**src/rtl/lsd_params.svh**
```systemverilog
// Purpose: Constants for the LED sink driver shift/latch block
// Assumes: Included by its bare name from rtl/
// Notes:   Mode sequences are {strobe, blank_n} pairs, oldest pair in the top bits
`ifndef LSD_PARAMS_SVH
`define LSD_PARAMS_SVH

`define LSD_NUM_OUT      16
`define LSD_CODE_W       7
`define LSD_CODE_LSB     0
`define LSD_GAIN_STEPS   128
`define LSD_CODE_RESET   7'h40
`define LSD_HIST_W       10
`define LSD_ENTRY_PAT    10'h11D
`define LSD_EXIT_PAT     10'h115
`define LSD_BUF_DEPTH    2

`endif

```
**src/rtl/lsd_pkg.sv**
```systemverilog
// Purpose: Types shared by the LED sink driver files
// Assumes: Nothing beyond the params header
// Notes:   Mode codes are one-hot
`include "lsd_params.svh"

package lsd_pkg;

    typedef logic [`LSD_NUM_OUT-1:0] lsd_word_t;
    typedef logic [`LSD_CODE_W-1:0]  lsd_code_t;

    typedef enum logic [1:0]
    {
        LSD_NORMAL = 2'b01,
        LSD_ADJUST = 2'b10
    } lsd_mode_t;

endpackage

```
**src/rtl/lsd_buf2.sv**
```systemverilog
// Purpose: Two-entry valid/ready buffer for gain codes
// Assumes: Both sides on core_clk; rst_n already synchronised
// Notes:   Full and empty are exact; no word is dropped on a stall
`timescale 1ns/1ns
`include "lsd_params.svh"

module lsd_buf2 #(
    parameter int WIDTH = `LSD_CODE_W
) (
    input  wire logic             core_clk,
    input  wire logic             rst_n,
    input  wire logic             in_valid,
    output logic                  in_ready,
    input  wire logic [WIDTH-1:0] in_data,
    output logic                  out_valid,
    input  wire logic             out_ready,
    output logic      [WIDTH-1:0] out_data
);
    import lsd_pkg::*;

    logic [WIDTH-1:0] mem_q [`LSD_BUF_DEPTH];
    logic [WIDTH-1:0] mem_d [`LSD_BUF_DEPTH];
    logic             wr_q;
    logic             wr_d;
    logic             rd_q;
    logic             rd_d;
    logic [1:0]       cnt_q;
    logic [1:0]       cnt_d;
    logic             push;
    logic             pop;

    assign in_ready  = (cnt_q != 2'h2);
    assign out_valid = (cnt_q != 2'h0);
    assign out_data  = mem_q[rd_q];
    assign push      = in_valid && in_ready;
    assign pop       = out_valid && out_ready;

    always_comb
    begin
        mem_d = mem_q;
        wr_d  = wr_q;
        rd_d  = rd_q;
        cnt_d = cnt_q;
        if (push)
        begin
            mem_d[wr_q] = in_data;
            wr_d        = ~wr_q;
        end
        if (pop)
        begin
            rd_d = ~rd_q;
        end
        if (push && !pop)
        begin
            cnt_d = cnt_q + 2'h1;
        end
        else if (pop && !push)
        begin
            cnt_d = cnt_q - 2'h1;
        end
    end

    always_ff @(posedge core_clk or negedge rst_n)
    begin
        if (!rst_n)
        begin
            mem_q[0] <= '0;
            mem_q[1] <= '0;
            wr_q     <= 1'b0;
            rd_q     <= 1'b0;
            cnt_q    <= 2'h0;
        end
        else
        begin
            mem_q <= mem_d;
            wr_q  <= wr_d;
            rd_q  <= rd_d;
            cnt_q <= cnt_d;
        end
    end

endmodule

```
**src/rtl/lsd_top.sv**
```systemverilog
// Purpose: Shift register, output latch, blanking and gain-code mode of a 16-sink driver
// Assumes: Pins are asynchronous to core_clk; serial clock well below core_clk / 4
// Notes:   Mode sequences and code placement come from the params header
//
// What this block does
// Shift serial_in into the shift register on each serial clock rising edge.
// Present the 16-bit parallel word on the sixteen sink outputs.
// Latch follows shift register while strobe high; holds while strobe low.
// Blank input low lets latched bits sink; high turns every output off.
// Serial output carries the bit leaving the last shift stage.
// A defined strobe/blank/clock sequence enters gain-adjust mode.
// A second defined sequence returns the block to normal mode.
// Controller shifts a 7-bit code in while gain-adjust mode is active.
// In gain-adjust mode a strobe pulse loads the configuration latch instead.
// Latched code selects gain 0.5 to 2 in 128 steps and stays in force.
// Blanking keeps working in both modes.
// Mode sequences and code position within the word are header constants.
`timescale 1ns/1ns
`include "lsd_params.svh"

module lsd_top (
    input  wire logic              core_clk,
    input  wire logic              rst_n,
    input  wire logic              serial_clk,
    input  wire logic              serial_in,
    input  wire logic              strobe_adjust_one,
    input  wire logic              blank_n_adjust_two,
    input  wire logic              gain_ready,
    output lsd_pkg::lsd_word_t     sink_outputs,
    output logic                   serial_out,
    output lsd_pkg::lsd_code_t     gain_code,
    output logic                   adjust_mode
);
    import lsd_pkg::*;

    logic       rst_s1_q;
    logic       rst_s2_q;
    logic       rst_sync_n;
    logic [3:0] pin_s1_q;
    logic [3:0] pin_s2_q;
    logic       sclk_s3_q;
    logic       sclk_s;
    logic       din_s;
    logic       stb_s;
    logic       blank_s;
    logic       stb_s3_q;
    logic       rise;
    logic       stb_rise;

    always_ff @(posedge core_clk or negedge rst_n)
    begin
        if (!rst_n)
        begin
            rst_s1_q <= 1'b0;
            rst_s2_q <= 1'b0;
        end
        else
        begin
            rst_s1_q <= 1'b1;
            rst_s2_q <= rst_s1_q;
        end
    end
    assign rst_sync_n = rst_s2_q;

    // Two stages on the serial clock, data, strobe and blank pins; only stage two and later feed logic
    always_ff @(posedge core_clk or negedge rst_sync_n)
    begin
        if (!rst_sync_n)
        begin
            pin_s1_q  <= 4'h8;
            pin_s2_q  <= 4'h8;
            sclk_s3_q <= 1'b0;
            stb_s3_q  <= 1'b0;
        end
        else
        begin
            pin_s1_q  <= {blank_n_adjust_two, strobe_adjust_one, serial_in, serial_clk};
            pin_s2_q  <= pin_s1_q;
            sclk_s3_q <= pin_s2_q[0];
            stb_s3_q  <= pin_s2_q[2];
        end
    end
    assign sclk_s   = pin_s2_q[0];
    assign din_s    = pin_s2_q[1];
    assign stb_s    = pin_s2_q[2];
    assign blank_s  = pin_s2_q[3];
    assign rise     = sclk_s && !sclk_s3_q;
    assign stb_rise = stb_s && !stb_s3_q;

    lsd_word_t                shift_q;
    lsd_word_t                shift_d;
    lsd_word_t                latch_q;
    lsd_word_t                latch_d;
    lsd_word_t                cfg_q;
    lsd_word_t                cfg_d;
    lsd_word_t                sink_q;
    lsd_word_t                sink_d;
    logic                     sout_q;
    logic                     sout_d;
    logic [`LSD_HIST_W-1:0]   hist_q;
    logic [`LSD_HIST_W-1:0]   hist_d;
    logic [`LSD_HIST_W-1:0]   hist_next;
    lsd_mode_t                mode_q;
    lsd_mode_t                mode_d;
    logic                     pend_q;
    logic                     pend_d;
    lsd_code_t                code_q;
    lsd_code_t                code_d;
    logic                     buf_in_ready;
    logic                     buf_out_valid;
    lsd_code_t                buf_out_data;
    logic                     adj;

    assign adj       = (mode_q == LSD_ADJUST);
    assign hist_next = {hist_q[`LSD_HIST_W-3:0], stb_s, blank_s};

    always_comb
    begin
        shift_d = shift_q;
        sout_d  = sout_q;
        hist_d  = hist_q;
        mode_d  = mode_q;
        latch_d = latch_q;
        cfg_d   = cfg_q;
        pend_d  = pend_q;
        if (rise)
        begin
            shift_d = {shift_q[`LSD_NUM_OUT-2:0], din_s};
            sout_d  = shift_q[`LSD_NUM_OUT-2];
            hist_d  = hist_next;
            case (mode_q)
                LSD_NORMAL:
                begin
                    if (hist_next == `LSD_ENTRY_PAT)
                    begin
                        mode_d = LSD_ADJUST;
                        hist_d = '0;
                    end
                end
                LSD_ADJUST:
                begin
                    if (hist_next == `LSD_EXIT_PAT)
                    begin
                        mode_d = LSD_NORMAL;
                        hist_d = '0;
                    end
                end
                default:
                begin
                    mode_d = LSD_NORMAL;
                end
            endcase
        end
        if (!adj && stb_s)
        begin
            latch_d = shift_q;
        end
        // Clear first so a new strobe in the push cycle still wins
        if (pend_q && buf_in_ready)
        begin
            pend_d = 1'b0;
        end
        if (adj && stb_rise)
        begin
            cfg_d  = shift_q;
            pend_d = 1'b1;
        end
    end

    always_comb
    begin
        // Blanking is honoured in both modes
        sink_d = blank_s ? '0 : latch_q;
        code_d = code_q;
        if (buf_out_valid)
        begin
            code_d = buf_out_data;
        end
    end

    always_ff @(posedge core_clk or negedge rst_sync_n)
    begin
        if (!rst_sync_n)
        begin
            shift_q <= '0;
            sout_q  <= 1'b0;
            hist_q  <= '0;
            mode_q  <= LSD_NORMAL;
            latch_q <= '0;
            cfg_q   <= '0;
            pend_q  <= 1'b0;
            sink_q  <= '0;
            code_q  <= `LSD_CODE_RESET;
        end
        else
        begin
            shift_q <= shift_d;
            sout_q  <= sout_d;
            hist_q  <= hist_d;
            mode_q  <= mode_d;
            latch_q <= latch_d;
            cfg_q   <= cfg_d;
            pend_q  <= pend_d;
            sink_q  <= sink_d;
            code_q  <= code_d;
        end
    end

    // A stalled regulator backs up here; the latch keeps the newest word pending
    lsd_buf2 #(
        .WIDTH (`LSD_CODE_W)
    ) u_buf (
        .core_clk  (core_clk),
        .rst_n     (rst_sync_n),
        .in_valid  (pend_q),
        .in_ready  (buf_in_ready),
        .in_data   (cfg_q[`LSD_CODE_LSB +: `LSD_CODE_W]),
        .out_valid (buf_out_valid),
        .out_ready (gain_ready),
        .out_data  (buf_out_data)
    );

    assign sink_outputs = sink_q;
    assign serial_out   = sout_q;
    assign gain_code    = code_q;
    // One-hot adjust bit, so the port comes straight from the mode flop
    assign adjust_mode  = mode_q[1];

    property p_shift;
        @(posedge core_clk) disable iff (!rst_sync_n)
        rise |=> shift_q == {$past(shift_q[`LSD_NUM_OUT-2:0]), $past(din_s)};
    endproperty
    a_shift: assert property (p_shift) else $error("shift missed a bit");

    property p_sout;
        @(posedge core_clk) disable iff (!rst_sync_n)
        rise |=> serial_out == shift_q[`LSD_NUM_OUT-1];
    endproperty
    a_sout: assert property (p_sout) else $error("serial out not last stage");

    property p_pass;
        @(posedge core_clk) disable iff (!rst_sync_n)
        (!adj && stb_s) |=> latch_q == $past(shift_q);
    endproperty
    a_pass: assert property (p_pass) else $error("latch not transparent");

    property p_hold;
        @(posedge core_clk) disable iff (!rst_sync_n)
        !stb_s |=> $stable(latch_q);
    endproperty
    a_hold: assert property (p_hold) else $error("latch moved while strobe low");

    property p_blank;
        @(posedge core_clk) disable iff (!rst_sync_n)
        blank_s |=> sink_outputs == '0;
    endproperty
    a_blank: assert property (p_blank) else $error("outputs not blanked");

    property p_drive;
        @(posedge core_clk) disable iff (!rst_sync_n)
        !blank_s |=> sink_outputs == $past(latch_q);
    endproperty
    a_drive: assert property (p_drive) else $error("outputs differ from latch");

    property p_cfg;
        @(posedge core_clk) disable iff (!rst_sync_n)
        (adj && stb_rise) |=> cfg_q == $past(shift_q) && pend_q && $stable(latch_q);
    endproperty
    a_cfg: assert property (p_cfg) else $error("config write wrong");

    property p_enter;
        @(posedge core_clk) disable iff (!rst_sync_n)
        (!adj && rise && hist_next == `LSD_ENTRY_PAT) |=> adj && hist_q == '0;
    endproperty
    a_enter: assert property (p_enter) else $error("adjust mode not entered");

    property p_exit;
        @(posedge core_clk) disable iff (!rst_sync_n)
        (adj && rise && hist_next == `LSD_EXIT_PAT) |=> !adj;
    endproperty
    a_exit: assert property (p_exit) else $error("normal mode not resumed");

    property p_code;
        @(posedge core_clk) disable iff (!rst_sync_n)
        (pend_q && buf_in_ready && !buf_out_valid && gain_ready) |=> ##1
            gain_code == $past(cfg_q[`LSD_CODE_LSB +: `LSD_CODE_W], 2);
    endproperty
    a_code: assert property (p_code) else $error("gain code not applied");

    property p_code_keep;
        @(posedge core_clk) disable iff (!rst_sync_n)
        !buf_out_valid |=> $stable(gain_code);
    endproperty
    a_code_keep: assert property (p_code_keep) else $error("gain code drifted");

    property p_adj_latch;
        @(posedge core_clk) disable iff (!rst_sync_n)
        adj |=> $stable(latch_q);
    endproperty
    a_adj_latch: assert property (p_adj_latch) else $error("latch moved in adjust");

    property p_mode_step;
        @(posedge core_clk) disable iff (!rst_sync_n)
        !rise |=> $stable(mode_q);
    endproperty
    a_mode_step: assert property (p_mode_step) else $error("mode moved off a rise");

endmodule

```
**config.mk**
```make
export PLATFORM = sky130hd
export DESIGN_NAME = lsd_top
export DESIGN_NICKNAME = d
export VERILOG_FILES = /design/src/rtl/lsd_pkg.sv /design/src/rtl/lsd_buf2.sv /design/src/rtl/lsd_top.sv
export VERILOG_INCLUDE_DIRS = /design/src /design/src/rtl
export SDC_FILE = /design/constraint.sdc
export NUM_CORES = 1
export LEC_CHECK = 0
export BUFFER_PORTS_ARGS = -buffer_cell sky130_fd_sc_hd__buf_2
export CAP_MARGIN = 20
export CORE_UTILIZATION = 60
export CTS_CLUSTER_DIAMETER = 200
export DETAILED_ROUTE_END_ITERATION = 8
export GPL_TIMING_DRIVEN = 1
export PLACE_DENSITY = 0.8
export SLEW_MARGIN = 25
export SYNTH_ARGS = -nofsm -noshare
export SYNTH_HDL_FRONTEND = slang
export SYNTH_SLANG_ARGS = --single-unit
```
**constraint.sdc**
```tcl
create_clock -name core_clk -period 7.58 [get_ports core_clk]
set_clock_uncertainty 0.2 [all_clocks]
set_input_delay 0.758 -clock core_clk [delete_from_list [all_inputs] [get_ports core_clk]]
set_output_delay 0.758 -clock core_clk [all_outputs]
set_load 0.05 [all_outputs]
```
==> summary.txt <==
Floorplan
  • Horiz. Die Dim: 81.90 um
  • Cell row count: 28
  • Initial cell density of the core: 0.6356
  • I/O Pins: 32
  • Die Outline Area: 6707 um^2
  • Core Footprint: 6026 um^2
  • Height of the die: 81.90 um

Pwr
  • Proportion of total power due to net switching: 0.3046
  • Combinational share of power: 0.187
  • VDD IR-drop max: 0.0001839 V
  • Standby leakage power: 2.249 nW
  • Total power per unit cell area: 295.5 nW/um^2
  • Internal power contribution: 0.8751 mW
  • Proportion of power drawn by flip-flops and latches: 0.548
  • Power share of the clock group: 0.265
  • Sw power: 0.3833 mW

Logic synthesis
  • Count of warnings emitted by yosys: 0
  • Number of storage elements in the synthesis netlist: 103
  • Cell taking the most area after synthesis: dfrtp_1
  • Synthesized area per cell: 13.34 um^2
  • Post-Synthesis Net Count: 297
  • Area share of the leading cell type in the synthesized netlist: 0.6468
  • Sequential share of the synthesized area: 0.6743
  • Cells after synthesis: 287
  • Ranking of synthesized cells by area: dfrtp_1 65%, mux2_2 11%, nand2_1 5.0%
  • Distinct cell type count of the synthesized netlist: 33
  • Post-Synthesis Cell Area: 3830 um^2

STA
  • Slew margin rel.: 0.3309
  • Final cycle utilization of the critical path: 0.2776
  • Worst Hold Slack: 80.40 ps
  • Final setup TNS: 0 ps
  • Unrepaired setup endpoints after global routing: no
  • Number of max-slew violations in the final report: 0
  • Final min period: 2104 ps
  • Maximum achievable frequency: 475.3 MHz
  • Final number of setup-violating endpoints: 0
  • Pin slew with the least headroom to its limit: 1004 ps
  • Final setup slack of the worst path: 5476 ps
  • Final hold viol count: 0

Critical path
  • Critical Path End Type: output port
  • Kind of critical path: reg2out
  • Terminus of the critical flop-to-flop path: hist_q[7]
  • Worst-case reg-to-reg path depth: 6
  • CP arrival: 1150 ps
  • Number of buffers and inverters on the critical path: 1
  • Register-to-register setup slack: 5570 ps
  • CP required: 6620 ps
  • Kind of start point of the critical path: register
  • Crit path cell chain: buf_2
  • Delay contributed by the slowest stage of the critical path: 540 ps
  • Max Fanout on Critical Path: 2
  • Cell with the biggest individual delay on the critical path: dfstp_2
  • WP depth: 1
  • Cell type group with the largest total delay on the critical path: flip-flops
  • R2r startpoint: mode_q[0]

Clock tree
  • CTS tree: done
  • Number of buffers created by CTS: 9
  • Clock tree root buffer cell: clkbuf_8
  • H-tree Lvls: 3
  • Clock-pin slew on the worst setup and hold paths: 90 ps
  • Clock net sink count: 103
  • Maximum clock path buffer count: 2
  • Clock network latency to the later pin of the worst-skew pair: 350 ps
  • Setup repair bufs after CTS: 0

Drt
  • Number of search-and-repair iterations in the first detailed-routing pass: 7
  • Via count: 2121
  • Number of violations reported at the end of detailed-routing iteration 0: 136
  • Avg WL per Cell: 14.65 um
  • DRC viols: 0
  • Total wire length: 5.890 mm
  • Vias per cell: 5.276
  • Antenna violation net count after detailed routing: 0

Hold path
  • Hold/Removal Path Class: reg2async

Global route
  • Initial antenna violation count: 0
  • Largest net degree at the start of global routing: 67
  • First-pass GRT wire length: 10.05 mm
  • Global-route usage over all layers: 0.2065
  • Total congestion overflow: 0
  • Via count of the first global-routing pass: 2129

Final layout
  • Total Nets Final: 332
  • Signed area change from the synthesized netlist to the final layout: 11.21%
  • Fraction of final layout cells sized beyond drive strength 1: 0.2813
  • Fillcell total: 419
  • Commonest non-fill, non-tap cells in the layout: 98 x dfrtp_1, 51 x nand2_1, 37 x mux2_2
  • Diode insertion count for antenna repair: 0
  • Most common cell after layout, fill and taps aside: dfrtp_1

Place
  • Port Buf Inserts: 31
  • Final Wtd Congestion: 0.7711
  • Pre-CTS setup slack: 5612 ps
  • Placed wire-length estimate after detailed placement: 3.801 mm

Status
  • Status: completed

Run
  • Max-cap violation count: 0
## power groups by stage
stage	registers, mW	logic, mW	clock network (mW)
after floorplan	0.761	0.122	0
after global placement	0.698	0.231	0
after detailed placement	0.702	0.238	0
after CTS	0.691	0.238	0.343
after global routing	0.705	0.257	0.363
final	0.690	0.235	0.333
## Yosys cell counts (all sizes together)
cell type	n
a211o	1
a21oi	7
a221o	6
a22o	2
and2	1
and2b	2
and3	6
and3b	1
buf	6
clkbuf	5
conb	1
dfrtp	99
dfstp	4
ha	3
inv	4
mux2	37
mux2i	8
nand2	51
nand2b	2
nand3	1
nand3b	1
nand4	1
nor2	9
nor2b	17
nor4b	1
o211a	1
o21ai	3
o31a	1
or2	1
xnor2	3
xor2	2
## sequential cells by signal (all words and copies together) (netlist names), 2 cells and up
register	flops
mode_q	2
latch_q	16
u_buf.cnt_q	2
hist_q	8
gain_code	7
shift_q	16
sink_outputs	16
pin_s1_q	4
pin_s2_q	4
u_buf.mem_q	14
cfg_q	7
## kinds of logic (layout without fill, tap and decap cells)
family | Yosys count | count (layout) | synth area share
adder cells (fa/ha/maj) | 3 | 3 | 0.009802
other | 1 | 1 | 0.0009791
multiplexers | 45 | 45 | 0.1297
XOR/XNOR | 5 | 5 | 0.01144
AO/OA/AOI/OAI | 21 | 21 | 0.04051
flip-flops | 103 | 103 | 0.6743
buffers and inverters | 15 | 55 | 0.01633
AND/OR/NAND/NOR | 94 | 94 | 0.1170
## area by class of cell
cell class                 instances  area (um^2)  area share
sequential                       103         2586      0.6072
multi-input combinational        169         1185      0.2782
timing repair buffer              35        187.7     0.04407
clock buffer                      13        148.9     0.03496
tap                               75        93.84     0.02203
clock inverter                     3        42.54    0.009988
inverter                           4        15.01    0.003525
## worst max path at each step
stage / startpoint / slack, ps / endpoint
floorplan: rst_s2_q / 4310 / cfg_q[0]
global placement: mode_q[0] / 5680 / hist_q[3]
detailed placement: mode_q[0] / 5610 / hist_q[3]
CTS: gain_code[6] / 5450 / gain_code[6]
global route: gain_code[6] / 5430 / gain_code[6]
finish: gain_code[6] / 5480 / gain_code[6]
## through the flow
stage / cell area, um^2 / cells / power, mW / utilization
floorplan: 3830 / 287 / 0.8834 / -
global placement: 4058 / 385 / 0.9285 / 0.6734
detailed placement: 4058 / 385 / 0.9397 / 0.6734
CTS: 4259 / 402 / 1.273 / 0.7068
global route: 4259 / 402 / 1.325 / 0.7068
finish: 4259 / 402 / 1.258 / 0.7068
## timing repair
item,CTS,global route
hold buffers,1,0
gates resized for setup,0,0
endpoints found under the hold margin,2,0
## layer usage
layer	up-vias	part of all wire	global-route usage
met4	0	0.016	0.1018
li1	1031	-	-
met5	-	0	0
met3	8	0.025	0.04000
met1	1046	0.47	0.2818
met2	36	0.49	0.3190
Note: power is estimated with default switching activity, not from simulation.
